### src/shared/sim_pkg.sv
// package: register offsets, field positions and reset values
package sim_pkg;
	// ------------------------------------------------------------------
	// register offsets (byte addresses)
	// ------------------------------------------------------------------
	localparam logic [7:0] OFS_BUF_BASE   = 8'h64;
	localparam logic [7:0] OFS_COUNT      = 8'h68;
	localparam logic [7:0] OFS_MASK_SET   = 8'h70;
	localparam logic [7:0] OFS_MASK_CLEAR = 8'h74;
	// ------------------------------------------------------------------
	// field positions
	// ------------------------------------------------------------------
	localparam int BASE_LSB   = 11;
	localparam int FAULT_BIT  = 31;
	localparam int GEN_LSB    = 16;
	localparam int GEN_W      = 8;
	localparam int QCNT_LSB   = 2;
	localparam int QCNT_W     = 9;
	localparam int CHAN_FIRST = 32;
	// ------------------------------------------------------------------
	// reset values
	// ------------------------------------------------------------------
	localparam logic [20:0] BASE_RST = 21'h000000;
	localparam logic [7:0]  GEN_RST  = 8'h00;
	localparam logic [8:0]  QCNT_RST = 9'h000;
	localparam logic [31:0] MASK_RST = 32'h00000000;
endpackage : sim_pkg

### src/core/sim_regs.sv
// enumeration buffer, count status and upper channel mask registers
`timescale 1ns/100ps
// Operation
// - base pointer bits 31..11 read/write
// - base pointer low eleven bits read zero
// - packets stored from 2K-aligned base
// - any reception error sets fault flag
// - clean reception finish clears fault flag
// - hardware fault or write failure are errors
// - generation increments on each bus reset
// - generation wraps to zero after 255
// - quadlet count tracks written quadlets
// - quadlet count zeroed at reception start
// - count reserved bits read zero
// - upper mask gates isochronous reception
// - mask bit n enables channel 32+n
// - set and clear addresses read mask
// - bit 0 enables channel 32
module sim_regs (
	input  wire logic        clk_sys,
	input  wire logic        rst_n,
	// register port
	input  wire logic [7:0]  reg_addr,
	input  wire logic        reg_wr,
	input  wire logic        reg_rd,
	input  wire logic [31:0] reg_wdata,
	output logic      [31:0] reg_rdata,
	// receive logic events
	input  wire logic        bus_reset_seen,
	input  wire logic        enum_rx_start,
	input  wire logic        enum_quadlet_written,
	input  wire logic        enum_rx_done,
	input  wire logic        enum_hw_fault,
	input  wire logic        enum_host_write_fail,
	// buffer addressing for the receive dma
	output logic      [31:0] enum_write_addr,
	// isochronous channel filter
	input  wire logic [5:0]  iso_channel,
	output logic             iso_channel_accept
);
	// ------------------------------------------------------------------
	// state
	// ------------------------------------------------------------------
	logic [20:0] base_hi;
	logic [20:0] next_base_hi;
	logic        enumeration_fault_flag;
	logic        next_enumeration_fault_flag;
	logic        rx_err_seen;
	logic        next_rx_err_seen;
	logic [7:0]  bus_reset_generation;
	logic [7:0]  next_bus_reset_generation;
	logic [8:0]  enumeration_quadlet_count;
	logic [8:0]  next_enumeration_quadlet_count;
	logic [31:0] upper_channel_rx_enable;
	logic [31:0] next_upper_channel_rx_enable;
	logic [31:0] next_reg_rdata;
	logic        rx_error;
	logic [31:0] next_enum_write_addr;
	logic        next_iso_channel_accept;

	function automatic logic hit(input logic [7:0] a, input logic [7:0] o);
		hit = (a == o);
	endfunction : hit

	// errors of either kind count against the reception
	assign rx_error = enum_hw_fault | enum_host_write_fail;

	// ------------------------------------------------------------------
	// next-state logic
	// ------------------------------------------------------------------
	always_comb begin
		next_base_hi = base_hi;
		next_enumeration_fault_flag = enumeration_fault_flag;
		next_rx_err_seen = rx_err_seen;
		next_bus_reset_generation = bus_reset_generation;
		next_enumeration_quadlet_count = enumeration_quadlet_count;
		next_upper_channel_rx_enable = upper_channel_rx_enable;
		// only the upper pointer bits are writable
		if (reg_wr && hit(reg_addr, sim_pkg::OFS_BUF_BASE)) begin
			next_base_hi = reg_wdata[31:sim_pkg::BASE_LSB];
		end else if (reg_wr && hit(reg_addr, sim_pkg::OFS_MASK_SET)) begin
			next_upper_channel_rx_enable =
				upper_channel_rx_enable | reg_wdata;
		end else if (reg_wr && hit(reg_addr, sim_pkg::OFS_MASK_CLEAR)) begin
			next_upper_channel_rx_enable =
				upper_channel_rx_enable & ~reg_wdata;
		end
		// generation counter wraps naturally at eight bits
		if (bus_reset_seen) begin
			next_bus_reset_generation =
				bus_reset_generation + 8'h01;
		end
		// quadlet count: start clears, each write adds one
		if (enum_rx_start) begin
			next_enumeration_quadlet_count = sim_pkg::QCNT_RST;
			next_rx_err_seen = rx_error;
		end else begin
			if (enum_quadlet_written) begin
				next_enumeration_quadlet_count =
					enumeration_quadlet_count + 9'h001;
			end
			if (rx_error) begin
				next_rx_err_seen = 1'b1;
			end
		end
		// fault flag: set at once on error, cleared on a clean finish
		if (rx_error) begin
			next_enumeration_fault_flag = 1'b1;
		end else if (enum_rx_done && !rx_err_seen) begin
			next_enumeration_fault_flag = 1'b0;
		end
	end

	// ------------------------------------------------------------------
	// read data path
	// ------------------------------------------------------------------
	always_comb begin
		next_reg_rdata = 32'h00000000;
		if (reg_rd && hit(reg_addr, sim_pkg::OFS_BUF_BASE)) begin
			next_reg_rdata = {base_hi, 11'h000};
		end else if (reg_rd && hit(reg_addr, sim_pkg::OFS_COUNT)) begin
			next_reg_rdata = {enumeration_fault_flag, 7'h00,
				bus_reset_generation, 5'h00,
				enumeration_quadlet_count, 2'h0};
		end else if (reg_rd && (hit(reg_addr, sim_pkg::OFS_MASK_SET) ||
			hit(reg_addr, sim_pkg::OFS_MASK_CLEAR))) begin
			next_reg_rdata = upper_channel_rx_enable;
		end
	end

	// ------------------------------------------------------------------
	// buffer address and channel filter
	// ------------------------------------------------------------------
	// the address follows the count as it stands after this edge, so the
	// first quadlet of a reception lands on the aligned base itself
	always_comb begin
		next_enum_write_addr = {base_hi, 11'h000} +
			{21'h000000, next_enumeration_quadlet_count, 2'h0};
		// channels 32..63 only; bit n gates channel 32+n, bit 0 channel 32
		next_iso_channel_accept = iso_channel[5] &
			upper_channel_rx_enable[iso_channel[4:0]];
	end

	// ------------------------------------------------------------------
	// registers
	// ------------------------------------------------------------------
	always_ff @(posedge clk_sys) begin
		if (!rst_n) begin
			base_hi <= sim_pkg::BASE_RST;
			enumeration_fault_flag <= 1'b0;
			rx_err_seen <= 1'b0;
			bus_reset_generation <= sim_pkg::GEN_RST;
			enumeration_quadlet_count <= sim_pkg::QCNT_RST;
			upper_channel_rx_enable <= sim_pkg::MASK_RST;
			reg_rdata <= 32'h00000000;
			enum_write_addr <= 32'h00000000;
			iso_channel_accept <= 1'b0;
		end else begin
			base_hi <= next_base_hi;
			enumeration_fault_flag <= next_enumeration_fault_flag;
			rx_err_seen <= next_rx_err_seen;
			bus_reset_generation <= next_bus_reset_generation;
			enumeration_quadlet_count <= next_enumeration_quadlet_count;
			upper_channel_rx_enable <= next_upper_channel_rx_enable;
			reg_rdata <= next_reg_rdata;
			enum_write_addr <= next_enum_write_addr;
			iso_channel_accept <= next_iso_channel_accept;
		end
	end
endmodule : sim_regs

### config.mk
export PLATFORM = sky130hd
export DESIGN_NAME = sim_regs
export DESIGN_NICKNAME = d
export VERILOG_FILES = /design/src/shared/sim_pkg.sv /design/src/core/sim_regs.sv
export SDC_FILE = /design/constraint.sdc
export NUM_CORES = 1
export LEC_CHECK = 0
export ABC_AREA = 1
export BUFFER_PORTS_ARGS = -buffer_cell sky130_fd_sc_hd__buf_2
export CAP_MARGIN = 10
export CORE_UTILIZATION = 30
export DETAILED_ROUTE_END_ITERATION = 10
export GPL_TIMING_DRIVEN = 1
export HOLD_SLACK_MARGIN = 0.03
export PLACE_DENSITY_LB_ADDON = 0.08
export SLEW_MARGIN = 15
export SYNTH_ARGS = -nofsm -noshare
export SYNTH_HDL_FRONTEND = slang
export SYNTH_SLANG_ARGS = --single-unit
### constraint.sdc
create_clock -name clk_sys -period 3.81 [get_ports clk_sys]
set_clock_uncertainty 0.05 [all_clocks]
set_input_delay 0.5715 -clock clk_sys [delete_from_list [all_inputs] [get_ports clk_sys]]
set_output_delay 0.5715 -clock clk_sys [all_outputs]
set_load 0.02 [all_outputs]
==> flow_metrics.py <==
metrics = {
    "finish": {
        "nFillCells": 1759,
        "final_util_pct": 38.34,
        "nets": 847,
        "areaGrowthSynthToFinish_pct": 25.35,
        "drive_gt1_share_pct": 20.45,
        "layout_common_cells": "nand2_1 (138), dfxtp_1 (126), buf_2 (118)",
        "final_common_cell": "nand2_1",
        "regArea_sq_um": 2522,
        "multi_input_area_sq_um": 2026,
        "stdcell_count": 1024,
    },
    "routing": {
        "vias": 4637,
        "remaining_drc_errors": 0,
        "drtAntennaViolNets": 0,
        "post_drt_wl_per_cell_um": 13.46,
        "drtPass1Iterations": 5,
        "vias_per_cell": 4.528,
        "drtIter0Drc": 304,
        "drt_wl_total_um": 13780,
    },
    "clock_network": {
        "ctsResizeCount": 0,
        "path_clk_slew_ns": 0.06,
        "cts_sinks": 126,
        "htreeDepth": 4,
        "tritoncts": "built",
        "cts_hold_buf": 0,
        "clk_path_buf_depth": 2,
        "post_cts_buffers": 0,
        "cts_inserted_buffers": 17,
        "cts-root-buf": "clkbuf_16",
        "insertion_delay_ns": 0.42,
    },
    "floorplanning": {
        "die_x_um": 131.8,
        "start_util_pct": 30.59,
        "die-area_sq_um": 17370,
        "die_y_um": 131.8,
        "io_pins": 121,
        "core_sq_um": 16520,
        "std_cell_rows": 47,
    },
    "critical_path": {
        "r2r_cells": 8,
        "worstPathCellList": "buf_2 -> nand3b_1 -> nor2_1 -> nand3_1 -> inv_2 -> nand2_1 -> o21ai_0 -> nor2_1",
        "cp_max_fo": 62,
        "endpoint_kind": "register",
        "path_buf_inv": 2,
        "criticalPathCategory": "in2reg",
        "cp.depth": 8,
        "arrival_ns": 2.40,
        "cpPeakStageDelay_ns": 0.78,
        "cpMostUsedCell": "nor2_1",
        "critPathTopFamily": "buffers and inverters",
        "cp_slowest_cell": "inv_2",
        "reg2reg_setup_slack_ns": 2.14,
        "start_kind": "primary input",
        "critical_path_required_ns": 4.07,
    },
    "global_route": {
        "grt_pass1_vias": 4487,
        "antenna_found_initial": 1,
        "grt_pass1_wl_um": 22490,
        "grt_max_degree": 70,
        "grt_overflow": 0,
        "grtUsageTotal_pct": 16.34,
    },
    "timing": {
        "setup-tns-final_ns": 0,
        "hold_viol_final": 0,
        "tightest_slew_ns": 1.012,
        "rsz0062_at_grt": "no",
        "finalSetupViolCount": 0,
        "relSlewSlack_pct": 32.54,
        "finalCritPeriodShare_pct": 56.29,
        "fmax_mhz": 466.3,
        "min_period_ns": 2.145,
        "finalMaxSlewViolations": 0,
    },
    "synthesis": {
        "synth_warnings": 0,
        "synth_area_sq_um": 5055,
        "netlist_instances": 684,
        "ys_seq_area_share_pct": 49.90,
        "avgSynthCellArea_sq_um": 7.390,
        "ys_ff_latch": 126,
        "ys_types": 30,
    },
    "place": {
        "io_buffers": 118,
        "hpwlAfterDp_um": 9784,
        "place_congestion": 0.7743,
        "dpl.cell_count": 990,
    },
    "hold_path": {
        "min_path_cells": 2,
        "hold_class": "in2reg",
    },
    "pwr": {
        "worst_ir_drop_vdd_v": 0.0003444,
        "p_per_area_nw_per_um2": 470.0,
        "leakagePower_nw": 2.770,
    },
    "run_status": {
        "status": "completed",
    },
    "job": {
        "cap_violations": 0,
    },
}
## path summary, 6_finish.rpt
check / from / end
hold reg to reg: base_hi[3] / base_hi[3]
setup reg to reg: enumeration_quadlet_count[0] / enum_write_addr[10]
setup / recovery: reg_addr[7] / register
hold / removal: bus_reset_seen / bus_reset_generation[1]
## per-stage QoR
step                power, W  worst slack (ns)  instance area [sq um]  hold slack (ns)
detailed placement  0.001493             1.250                   5778           0.3881
global route        0.003084             1.371                   6331           0.3667
global placement    0.001490             1.227                   5763           0.3851
floorplan           0.001432             2.112                   5059           0.3704
CTS                 0.003017             1.695                   6331           0.3344
finish              0.002978             1.665                   6336           0.3565
## synth_stat cells
library cell  number  share of area [%]
nor2_2             1               0.12
nor3_1             6               0.59
o22ai_1           11                1.4
nor2_1            62                4.6
clkbuf_2           3               0.30
inv_1             82                6.1
nor3b_2            1               0.25
buf_4              7                1.0
nand3b_1           1               0.15
nor4_4             1               0.42
nand4_1            6               0.74
o21bai_1           1               0.15
ha_1               2               0.49
nand3_1           51                5.0
clkbuf_1          10               0.74
buf_2             17                1.7
nand2_1          138                 10
dfxtp_1          126                 50
nor3_2             1               0.20
o21a_1             1               0.15
a21oi_1           74                7.3
inv_2              4               0.30
conb_1             1              0.074
nand3_2            2               0.40
clkinv_1           1              0.074
o21ai_0           58                5.7
o21ai_1            8               0.79
nor3b_1            1               0.15
nand2_2            2               0.25
a31oi_1            5               0.62
## cells by family after synthesis
group / after synthesis / share of synthesized area, %
fa+ha+maj: 2 / 0.4950
buf+inv: 124 / 10.22
other cells: 1 / 0.07419
compound gates: 158 / 16.14
flops: 126 / 49.90
simple gates: 273 / 23.17
## metal layers
metal | global-route usage, % | routed length [um] | vias up
li1 | - | - | 2420
met1 | 21.51 | 6666 | 2094
met2 | 25.07 | 6255 | 113
met3 | 4.306 | 707 | 10
met4 | 7.300 | 150 | 0
met5 | 0 | 0 | -
## worst register-to-register path: stages (launching register included)
cell and delay [ns]:
dfxtp_1 0.42, ha_1 0.20, nand3_1 0.12, nor3b_1 0.34, nand3_1 0.18, nor2_1 0.12, nand2_1 0.05, nand2_1 0.06
nor2_1 0.03
## report_power, final
part | internal, W | switching [W] | leakage [nW]
registers | 0.00133 | 0.00000600 | 1.02
logic | 0.0000446 | 0.0000882 | 1.48
clock network | 0.000925 | 0.000589 | 0.272
total | 0.00229 | 0.000684 | 2.77
## area by class of cell
cell class | count | share of cell area, %
sequential | 126 | 39.81
multi-input combinational | 435 | 31.97
clock buffer | 21 | 7.267
antenna | 2 | 0.07899
clock inverter | 11 | 1.461
timing repair buffer | 122 | 9.913
inverter | 87 | 5.154
tap | 220 | 4.344
Note: power is estimated with default switching activity, not from simulation.
